### src/tcpa_cfg.svh
/*
  Register offsets, field positions and reset values of the PWM array.
  Assumes inclusion by bare name; holds definitions only.
*/
`ifndef TCPA_CFG_SVH
`define TCPA_CFG_SVH

// ------------------------------------------------------------
// register offsets (word index on the plain register port)
// ------------------------------------------------------------
`define TCPA_A_CTRL   4'h0
`define TCPA_A_PERIOD 4'h1
`define TCPA_A_COUNT  4'h2
`define TCPA_A_STAT   4'h3
`define TCPA_A_CMP0   4'h4
`define TCPA_A_CHCFG  4'h8

// ------------------------------------------------------------
// control and status register fields
// ------------------------------------------------------------
`define TCPA_F_RUN  0
`define TCPA_F_MODE 1
`define TCPA_F_CPRL 3
`define TCPA_F_DOWN_COUNT_ENABLE 4
`define TCPA_F_TPS  5
`define TCPA_F_PHS  9
`define TCPA_F_PHASE_ROTATE_DIRECTION 12
`define TCPA_F_FLAG 0

// ------------------------------------------------------------
// reset values
// ------------------------------------------------------------
`define TCPA_RST_CTRL  16'h0000
`define TCPA_RST_PER   16'hFFFF
`define TCPA_RST_CMP   16'h0000
`define TCPA_RST_CHCFG 16'h0000
`define TCPA_RST_OUT   4'hF

`endif

### src/tcpa_pkg.sv
/*
  Types shared by the PWM array: bus request carrier, modes, direction.
  Assumes nothing of its surroundings.
*/
package tcpa_pkg;

  // ------------------------------------------------------------
  // types
  // ------------------------------------------------------------
  // one request on the plain register port
  typedef struct packed {
    logic [3:0]  addr;
    logic [15:0] wdata;
    logic        we;
    logic        re;
  } tcpa_bus_t;

  // per channel: compare-mode enable and action field
  typedef struct packed {
    logic       cme;
    logic [2:0] act;
  } tcpa_chcfg_t;

  typedef enum logic [1:0] {
    DIR_UP   = 2'b01,
    DIR_DOWN = 2'b10
  } tcpa_dir_t;

  typedef enum logic [1:0] {
    CM_OFF  = 2'b00,
    CM_EDGE = 2'b01,
    CM_PFC  = 2'b10,
    CM_PC   = 2'b11
  } tcpa_cm_t;

  typedef enum logic [2:0] {
    PHS_OFF = 3'h0,
    PHS_2   = 3'h1,
    PHS_3   = 3'h2,
    PHS_4   = 3'h3,
    PHS_24  = 3'h4
  } tcpa_phs_t;

endpackage : tcpa_pkg

### src/tcpa_top.sv
/*
  Four-channel PWM array on a shared 16-bit timer, with period and duty
  shadows, polarity, extreme values and a multi-phasic rotator.
  Assumes one clock, a same-domain register master and tcpa_pkg.
*/
// Implementation choices: the strobed register port and the placing of the registers.
// How it works
// edge mode counts zero up to period, then restarts at zero.
// edge non-inverting: high on compare match, low at wrap.
// edge inverting: low on compare match, high at wrap.
// edge mode period shadow loads only at period-to-zero wrap.
// edge mode duty shadow loads only at the wrap.
// edge period is period plus one ticks; tick is clock over prescale plus one.
// edge: compare at or above period holds inactive, zero holds active.
// center mode counts up to period then down, one tick at period.
// center non-inverting: low on up match, high on down match.
// center inverting: high on up match, low on down match.
// center mode period shadow loads only at underflow.
// center period is twice the period value in ticks.
// center: compare at or above period holds active, zero holds inactive.
// mode 10 loads duty shadows and sets flag only at underflow.
// mode 11 loads duty shadows at underflow and at the top.
// mode 11 sets the overflow flag at underflow and at the top.
// phase field selects off, 1:2, 1:3, 1:4 or 2:4 one-hot rotation.
// a disabled channel behaves as if its compare equals period.
// direction bit reverses the rotation order.
// non-PWM channels keep their rotation slot but are unaffected.
// software changes phase field only while stopped; direction anytime.
// channels outside the rotation run as normal PWM.
// PWM when compare enable is one and action is 10x; bit 0 polarity.
// shadows load on the wrap or turn edge and govern the next count.
// rotator steps each period and restarts at the start of the timer.
`timescale 1ns/1ps
`include "tcpa_cfg.svh"

module tcpa_top (
  input  logic                clk,
  input  logic                nrst,
  input  logic                ce,
  input  tcpa_pkg::tcpa_bus_t bus,
  output logic [15:0]         rdata,
  output logic [3:0]          pwmChannelOutput,
  output logic                timerOverflowFlag
);
  import tcpa_pkg::*;

  // ------------------------------------------------------------
  // decode helpers
  // ------------------------------------------------------------
  // last rotator position for a phase mode
  function automatic logic [1:0] lastPos(input logic [2:0] p);
    case (p)
      PHS_2:   lastPos = 2'h1;
      PHS_3:   lastPos = 2'h2;
      PHS_4:   lastPos = 2'h3;
      PHS_24:  lastPos = 2'h1;
      default: lastPos = 2'h0;
    endcase
  endfunction : lastPos

  // channel enables for a phase mode and position
  function automatic logic [3:0] chanMask(input logic [2:0] p, input logic [1:0] q);
    case (p)
      PHS_2:   chanMask = {2'h3, q[0] ? 2'h2 : 2'h1};
      PHS_3:   chanMask = {1'b1, 3'(3'h1 << q)};
      PHS_4:   chanMask = 4'(4'h1 << q);
      PHS_24:  chanMask = q[0] ? 4'hA : 4'h5;
      default: chanMask = 4'hF;
    endcase
  endfunction : chanMask

  // ------------------------------------------------------------
  // state
  // ------------------------------------------------------------
  logic [15:0] ctrl;
  logic [15:0] periodReload;
  logic [15:0] cntPer;
  logic [15:0] count;
  logic [15:0] chCfg;
  logic [15:0] cmpReg [4];
  logic [15:0] cmpAct [4];
  logic [3:0]  psc;
  logic [1:0]  pos;
  logic        runQ;
  tcpa_dir_t   dir;

  // ------------------------------------------------------------
  // control decode
  // ------------------------------------------------------------
  logic [1:0]  mode;
  logic [2:0]  phase_mode_select;
  logic        phase_rotate_direction;
  logic        timerOn;
  logic        edgeMode;
  logic        tick;
  logic        start;

  assign mode     = ctrl[`TCPA_F_MODE +: 2];
  assign phase_mode_select      = ctrl[`TCPA_F_PHS +: 3];
  assign phase_rotate_direction     = ctrl[`TCPA_F_PHASE_ROTATE_DIRECTION];
  assign timerOn  = ctrl[`TCPA_F_RUN] && !ctrl[`TCPA_F_CPRL] && !ctrl[`TCPA_F_DOWN_COUNT_ENABLE]
                    && (mode != CM_OFF);
  assign edgeMode = (mode == CM_EDGE);
  assign tick     = ce && timerOn && (psc == ctrl[`TCPA_F_TPS +: 4]); // see R6
  assign start    = timerOn && !runQ;

  // ------------------------------------------------------------
  // counter next state
  // ------------------------------------------------------------
  logic [15:0] nextCnt;
  tcpa_dir_t   nextDir;
  logic        wrap;
  logic        unf;
  logic        ovf;

  // single slope wraps at period, dual slope turns at period and zero
  always_comb begin
    nextCnt = count;
    nextDir = dir;
    wrap    = 1'b0;
    unf     = 1'b0;
    ovf     = 1'b0;
    if (edgeMode) begin
      if (count >= cntPer) begin // see R1
        nextCnt = 16'h0000;
        wrap    = 1'b1;
      end else begin
        nextCnt = count + 16'h0001;
      end
    end else if (cntPer == 16'h0000) begin
      unf = 1'b1;
    end else if (dir == DIR_UP && count < cntPer) begin
      nextCnt = count + 16'h0001;
      ovf     = (nextCnt == cntPer);
    end else begin
      nextCnt = count - 16'h0001; // see R8
      nextDir = DIR_DOWN;
      if (nextCnt == 16'h0000) begin
        unf     = 1'b1;
        nextDir = DIR_UP;
      end
    end
  end

  // ------------------------------------------------------------
  // shadow loads, flag events, rotator
  // ------------------------------------------------------------
  logic        boundary;
  logic        topLoad;
  logic        loadPer;
  logic        loadCmp;
  logic [15:0] perUse;
  logic [1:0]  lastIdx;
  logic [1:0]  stepPos;
  logic [1:0]  nextPos;
  logic [3:0]  chanOn;

  assign boundary = tick && (edgeMode ? wrap : unf); // see R4 see R11
  assign topLoad  = tick && ovf && (mode == CM_PC); // see R15
  assign loadPer  = boundary || !timerOn;
  assign loadCmp  = loadPer || topLoad; // see R5
  assign perUse   = loadPer ? periodReload : cntPer;
  assign lastIdx  = lastPos(phase_mode_select);
  assign stepPos  = phase_rotate_direction ? ((pos == 2'h0) ? lastIdx : pos - 2'h1)
                         : ((pos >= lastIdx) ? 2'h0 : pos + 2'h1);
  assign nextPos  = start ? (phase_rotate_direction ? lastIdx : 2'h0)
                          : (boundary ? stepPos : pos);
  assign chanOn   = chanMask(phase_mode_select, nextPos); // see R17

  // ------------------------------------------------------------
  // register port decode
  // ------------------------------------------------------------
  logic        wrCtrl;
  logic        wrPer;
  logic        wrStat;
  logic        wrCfg;
  logic        flagNext;
  logic [15:0] readMux;

  assign wrCtrl   = bus.we && (bus.addr == `TCPA_A_CTRL);
  assign wrPer    = bus.we && (bus.addr == `TCPA_A_PERIOD);
  assign wrStat   = bus.we && (bus.addr == `TCPA_A_STAT);
  assign wrCfg    = bus.we && (bus.addr == `TCPA_A_CHCFG);
  // hardware set wins over a software clear in the same cycle
  assign flagNext = (boundary || topLoad) ? 1'b1 // see R14
                  : (wrStat && bus.wdata[`TCPA_F_FLAG]) ? 1'b0 : timerOverflowFlag;

  // read selection, unmapped offsets answer zero
  always_comb begin
    case (bus.addr)
      `TCPA_A_CTRL:   readMux = ctrl;
      `TCPA_A_PERIOD: readMux = periodReload;
      `TCPA_A_COUNT:  readMux = count;
      `TCPA_A_STAT:   readMux = {15'h0000, timerOverflowFlag};
      4'h4:           readMux = cmpReg[0];
      4'h5:           readMux = cmpReg[1];
      4'h6:           readMux = cmpReg[2];
      4'h7:           readMux = cmpReg[3];
      `TCPA_A_CHCFG:  readMux = chCfg;
      default:        readMux = 16'h0000;
    endcase
  end

  // ------------------------------------------------------------
  // channels
  // ------------------------------------------------------------
  logic [3:0]  isPwm;
  logic [3:0]  nonInv;
  logic [3:0]  pinNext;
  logic [15:0] cEff [4];

  for (genvar i = 0; i < 4; i++) begin : g_ch
    tcpa_chcfg_t cfg;
    logic        wrCmp;
    logic [15:0] cUse;
    logic        hit;
    logic        act;

    assign cfg      = chCfg[4*i +: 4];
    assign isPwm[i] = cfg.cme && (cfg.act[2:1] == 2'b10); // see R23
    assign nonInv[i] = cfg.act[0];
    assign wrCmp    = bus.we && (bus.addr == 4'(`TCPA_A_CMP0 + i));
    assign cUse     = loadCmp ? cmpReg[i] : cmpAct[i];
    assign cEff[i]  = chanOn[i] ? cUse : perUse;

    // act high means the active level: high when non-inverting
    always_comb begin
      hit = 1'b0;
      act = 1'b0;
      if (edgeMode) begin
        if (nextCnt == 16'h0000) begin // see R2 see R3
          hit = 1'b1;
          act = (cEff[i] == 16'h0000);
        end else if (nextCnt == cEff[i] && cEff[i] < perUse) begin
          hit = 1'b1;
          act = 1'b1;
        end
      end else if (cEff[i] == 16'h0000) begin
        hit = 1'b1;
      end else if (cEff[i] >= perUse) begin
        hit = 1'b1;
        act = 1'b1;
      end else if (nextCnt == cEff[i]) begin // see R9
        hit = 1'b1;
        act = (nextDir == DIR_DOWN); // direction after this tick: leaving the top is down
      end
    end

    assign pinNext[i] = (tick && isPwm[i] && hit) ? (act ~^ nonInv[i])
                                                   : pwmChannelOutput[i];

    // compare value and its shadow
    always_ff @(posedge clk) begin
      if (!nrst) begin
        cmpReg[i] <= `TCPA_RST_CMP;
        cmpAct[i] <= `TCPA_RST_CMP;
      end else if (ce) begin
        if (wrCmp) cmpReg[i] <= bus.wdata;
        if (loadCmp) cmpAct[i] <= cmpReg[i]; // see R5 see R14
      end
    end
  end

  // ------------------------------------------------------------
  // registers written by software
  // ------------------------------------------------------------
  always_ff @(posedge clk) begin
    if (!nrst) begin
      ctrl              <= `TCPA_RST_CTRL;
      periodReload      <= `TCPA_RST_PER;
      chCfg             <= `TCPA_RST_CHCFG;
      timerOverflowFlag <= 1'b0;
      rdata             <= 16'h0000;
    end else if (ce) begin
      if (wrCtrl) ctrl <= bus.wdata;
      if (wrPer) periodReload <= bus.wdata;
      if (wrCfg) chCfg <= bus.wdata;
      timerOverflowFlag <= flagNext;
      rdata             <= bus.re ? readMux : 16'h0000;
    end
  end

  // ------------------------------------------------------------
  // timer, prescaler, rotator and outputs
  // ------------------------------------------------------------
  always_ff @(posedge clk) begin
    if (!nrst) begin
      count            <= 16'h0000;
      cntPer           <= `TCPA_RST_PER;
      dir              <= DIR_UP;
      psc              <= 4'h0;
      pos              <= 2'h0;
      runQ             <= 1'b0;
      pwmChannelOutput <= `TCPA_RST_OUT;
    end else if (ce) begin
      runQ             <= timerOn;
      pos              <= nextPos;
      pwmChannelOutput <= pinNext;
      psc              <= (tick || !timerOn) ? 4'h0 : psc + 4'h1;
      if (loadPer) cntPer <= periodReload; // see R4
      if (!timerOn) begin
        count <= 16'h0000;
        dir   <= DIR_UP;
      end else if (tick) begin
        count <= nextCnt;
        dir   <= nextDir;
      end
    end
  end

  // ------------------------------------------------------------
  // checks
  // ------------------------------------------------------------
  AST_EDGE_WRAP: assert property (@(posedge clk) disable iff (!nrst)
    (tick && edgeMode && count >= cntPer) |=> (count == 16'h0000))
    else $error("edge counter did not wrap to zero");

  AST_CENTER_TOP: assert property (@(posedge clk) disable iff (!nrst)
    (tick && !edgeMode && timerOn && cntPer > 16'h0001 && count == cntPer)
    |=> (count == $past(count) - 16'h0001) && (dir == DIR_DOWN))
    else $error("center counter did not leave the top after one tick");

  AST_PER_HOLD: assert property (@(posedge clk) disable iff (!nrst)
    (timerOn && !boundary) |=> $stable(cntPer))
    else $error("period shadow changed between period boundaries");

  AST_CMP_HOLD: assert property (@(posedge clk) disable iff (!nrst)
    (timerOn && !loadCmp) |=> $stable(cmpAct[0]))
    else $error("duty shadow changed outside a load point");

  AST_PC_FLAG: assert property (@(posedge clk) disable iff (!nrst)
    (tick && ovf && mode == CM_PC) |=> timerOverflowFlag)
    else $error("overflow flag not set at the top in mode 11");

  AST_PFC_NOFLAG: assert property (@(posedge clk) disable iff (!nrst)
    (tick && mode == CM_PFC && !unf && !timerOverflowFlag) |=> !timerOverflowFlag)
    else $error("overflow flag set away from underflow in mode 10");

  AST_EDGE_ZERO: assert property (@(posedge clk) disable iff (!nrst)
    (boundary && edgeMode && isPwm[0] && nonInv[0] && cEff[0] == 16'h0000)
    |=> pwmChannelOutput[0])
    else $error("zero compare did not hold the edge output high");

  AST_CENTER_FULL: assert property (@(posedge clk) disable iff (!nrst)
    (tick && !edgeMode && isPwm[0] && !nonInv[0] && cEff[0] >= perUse
     && cEff[0] != 16'h0000) |=> !pwmChannelOutput[0])
    else $error("full compare did not hold the inverting center output low");

  AST_ROT_START: assert property (@(posedge clk) disable iff (!nrst)
    (ce && start && phase_mode_select == PHS_4 && !phase_rotate_direction) |=> (pos == 2'h0))
    else $error("rotator did not restart at channel A");

  AST_ROT_REV: assert property (@(posedge clk) disable iff (!nrst)
    (ce && start && phase_mode_select == PHS_4 && phase_rotate_direction) |=> (pos == 2'h3))
    else $error("reverse rotator did not restart at channel D");

endmodule : tcpa_top

### config.mk
export PLATFORM = sky130hd
export DESIGN_NAME = tcpa_top
export DESIGN_NICKNAME = d
export VERILOG_FILES = /design/src/tcpa_pkg.sv /design/src/tcpa_top.sv
export VERILOG_INCLUDE_DIRS = /design/src
export SDC_FILE = /design/constraint.sdc
export NUM_CORES = 1
export LEC_CHECK = 0
export ABC_AREA = 1
export BUFFER_PORTS_ARGS = -buffer_cell sky130_fd_sc_hd__buf_2
export CORE_UTILIZATION = 30
export CTS_BUF_LIST = sky130_fd_sc_hd__clkbuf_8
export DETAILED_ROUTE_END_ITERATION = 6
export PLACE_DENSITY = 0.41
export SLEW_MARGIN = 25
export SYNTH_ARGS = -nofsm -noshare
export SYNTH_HDL_FRONTEND = slang
export SYNTH_SLANG_ARGS = --single-unit
export TNS_END_PERCENT = 30
### constraint.sdc
create_clock -name clk -period 16.7 [get_ports clk]
set_clock_uncertainty 0.05 [all_clocks]
set_input_delay 4.175 -clock clk [delete_from_list [all_inputs] [get_ports clk]]
set_output_delay 4.175 -clock clk [all_outputs]
set_load 0.02 [all_outputs]
==> key figures <==
Critical path
  • CP dominant cell by count: nand2_1
  • Slowest-stage cell, CP: clkinv_2
  • Worst setup EP type: flip-flop
  • Crit Path Class: primary input to flip-flop
  • Worst Path Arrival: 9.82 ns
  • Worst-path fanout max: 69
  • CP peak stage delay: 0.92 ns
  • Type of origin of the critical path: primary input
  • Required @ worst endpoint: 17.18 ns
  • Reg2Reg Depth: 29

Placement
  • Port Buffer Count: 45
  • Final HPWL DP: 59.5 mm
  • GP Congestion: 0.942
  • Post-placement cell count: 3268
  • Post-Place Setup Slack: 6.80 ns

Die
  • Effective utilization at floorplan: 30.5%
  • Die height: 242 um
  • Core ar.: 0.0565 mm^2
  • Full die area: 0.0583 mm^2
  • Site Rows: 87
  • # IOs: 46
  • Overall die width: 242 um

Cells and area
  • Fin cells: 3354
  • Layout net count: 2674
  • Share of cells above drive strength 1: 8.09%
  • Fin util: 33.8%
  • Fill count: 6232
  • Area delta synth->final: 10.8%

Synth
  • Yosys Warn Count: 0
  • Async SR Flop Fraction: 0%
  • Synth Area per Inst: 6.79 um^2
  • Synth Flop Type: edfxtp_1
  • Sequential fraction of the synthesis area: 35.1%
  • Area share of the leading cell type in the synthesized netlist: 22.3%
  • Synth Instances: 2536
  • Distinct cell type count after synthesis: 55
  • Synthesized area: 0.0172 mm^2
  • EDFF count, synth: 128
  • Dominant cell type by area after synthesis: edfxtp_1
  • Syn nets: 2649
  • Top cells by area, synth: edfxtp_1 22%, nand2_1 15%, dfxtp_1 13%
  • Post-synthesis register bit count: 238

Timing
  • Highest clock rate: 0.107 GHz
  • Final Max Slew Viols: 0
  • Post-route minimum period: 9.34 ns
  • RSZ-0062 raised after global routing: false
  • Worst setup margin: 7.36 ns
  • Worst Max-Slew Pin Slew: 1.03 ns
  • Final Cycle Share: 55.9%
  • Hold_ws: 0.413 ns
  • Setup violators final: 0
  • Hold Violations, Final: 0
  • Slew headroom: 31.5%
  • Setup TNS: 0 ns

GRT
  • Grt ovf: 0
  • Met1 GRT Util: 37.0%
  • Gr busiest metal: met2
  • Grt met2 use: 39.9%
  • Largest net degree at the start of global routing: 78
  • Initial antenna violation count: 2
  • Met3 Use GR: 3.21%
  • First-pass GRT wire length: 112 mm
  • Vias in the first global route: 16300
  • Tot GR Track Use: 26.2%

Power and ir drop
  • Sw frac: 29.9%
  • Peak VDD IR: 0.0514 mV
  • PwrDens: 75.6 mW/mm^2
  • Logic pwr share: 12.6%
  • Leakage: 8.92 nW
  • Sequential share of power: 45.4%
  • Clock network power share: 42.0%
  • P_int: 1.01 mW
  • P_sw: 0.431 mW

CTS
  • Maximum clock path buffer count: 3
  • # hold bufs at CTS: 0
  • CTS buffer count: 47
  • TritonCTS clock tree: built
  • # H-tree levels: 2
  • Clk Latency, worst-skew pair: 0.66 ns
  • Post-CTS sizing: 0
  • Clock slew at reported path FFs: 0.06 ns
  • Clock tree sinks: 238
  • Root buf cell: clkbuf_8
  • Post-CTS Setup Bufs: 0

Detailed routing
  • Via density: 5.14
  • DR iter-0 viols: 1547
  • DR vias: 17200
  • Final Routed Wirelength: 77.6 mm
  • DR DRC count: 4
  • DR WL/cell: 23.1 um
  • Drt pass-1 iters: 7
  • Post-route ant nets: 0

Outcome
  • Failing checks: DRC
  • Status: finished, violations left

Flow run
  • Max Cap Viol: 0

Min path
  • Hold Crit Class: flip-flop to flip-flop
  • Worst hold path stage count: 2
-- cell type report --
class	count	area [um^2]	share of cell area (%)
Multi-Input combinational cell	1847	9360	49.1
Sequential cell	238	6050	31.7
Inverter	349	1310	6.88
Tap cell	756	946	4.96
Clock buffer	53	729	3.83
Timing Repair Buffer	78	473	2.48
Clock inverter	31	196	1.03
Antenna cell	2	5.00	0.0262
-- registers in the layout, summed over array words and instances (netlist names) --
register and count:
cmpAct 64, psc 4, count 16, pos 2, cmpReg 64, pwmChannelOutput 4, periodReload 16, timerOverflowFlag 1
rdata 16, cntPer 16, ctrl 16, runQ 1, dir 2, chCfg 16
-- through the flow --
step / instance area, um^2 / total power, mW
after floorplan: 17200 / 0.778
after global placement: 18100 / 0.845
after detailed placement: 18100 / 0.846
after CTS: 19100 / 1.45
after global routing: 19100 / 1.51
final: 19100 / 1.44
-- cells in the mapped netlist (5+ instances only) --
cell and n:
a21oi_1 155, dfxtp_1 110, buf_1 5, o21ai_0 138
nand3_1 172, buf_6 17, o21ai_1 39, nand2_4 7
o21a_1 5, inv_2 8, nand2_2 14, a211oi_1 5
buf_4 7, nand2_1 697, o221ai_1 14, o41ai_1 12
nor2_1 295, o21ai_2 11, xnor2_1 7, edfxtp_1 128
ha_1 88, buf_2 16, nor4_1 14, o22ai_1 50
nor2_2 6, o211ai_1 13, xor2_1 10, inv_1 339
nor3_1 19, clkbuf_1 56, nand4_1 45
-- power groups by stage --
stage	Combinational [mW]	Sequential [mW]	Clock, mW
2_1_floorplan	0.114	0.664	0
3_3_place_gp	0.179	0.666	0
3_5_place_dp	0.180	0.667	0
4_1_cts	0.180	0.654	0.620
5_1_grt	0.203	0.657	0.646
6_report	0.182	0.654	0.605
-- layout by cell type, fill, tap and decap left out, types with 45 or more instances in the layout --
cell / n
a21oi_1: 155
edfxtp_1: 128
nand4_1: 45
inv_1: 358
dfxtp_1: 110
o21ai_0: 133
nand3_1: 171
ha_1: 88
o22ai_1: 50
buf_2: 45
nor2_1: 293
nand2_1: 696
clkbuf_8: 53
-- final timing paths --
check | startpoint | to | slack (ns)
worst max-delay path | ce | pwmChannelOutput[2]$_SDFFE_PN1P_ | 7.36
worst min-delay path | ctrl[15]$_SDFFE_PN0P_ | ctrl[15]$_SDFFE_PN0P_ | 0.41
worst max register to register | count[3]$_SDFFE_PN0P_ | pwmChannelOutput[2]$_SDFFE_PN1P_ | 9.47
worst min register to register | ctrl[15]$_SDFFE_PN0P_ | ctrl[15]$_SDFFE_PN0P_ | 0.41
-- cells by family (layout without fill, tap and decap cells) --
family                     count (synthesis)  count (layout)  share of synthesized area (%)
other                                      0               2                              0
xor gates and xnor gates                  18              18                          0.959
adders and majority gates                 88              88                           6.40
DFF                                      238             238                           35.1
and+or+nand+nor                         1287            1287                           31.7
AOI/OAI and AO/OA                        454             454                           15.0
buffers and inverters                    451             511                           10.9
-- layer usage --
metal,wire [um],vias up
li1,-,8431
met1,36800,8077
met3,4320,122
met4,3340,0
met5,0,-
met2,33200,609
-- critical path: cells and delay by family --
kind	cells	cell delay, ns
compound gates	4	1.17
fa+ha+maj	1	0.26
buf+inv	3	1.71
simple gates	21	2.43
(Power assumes the default switching activity.)
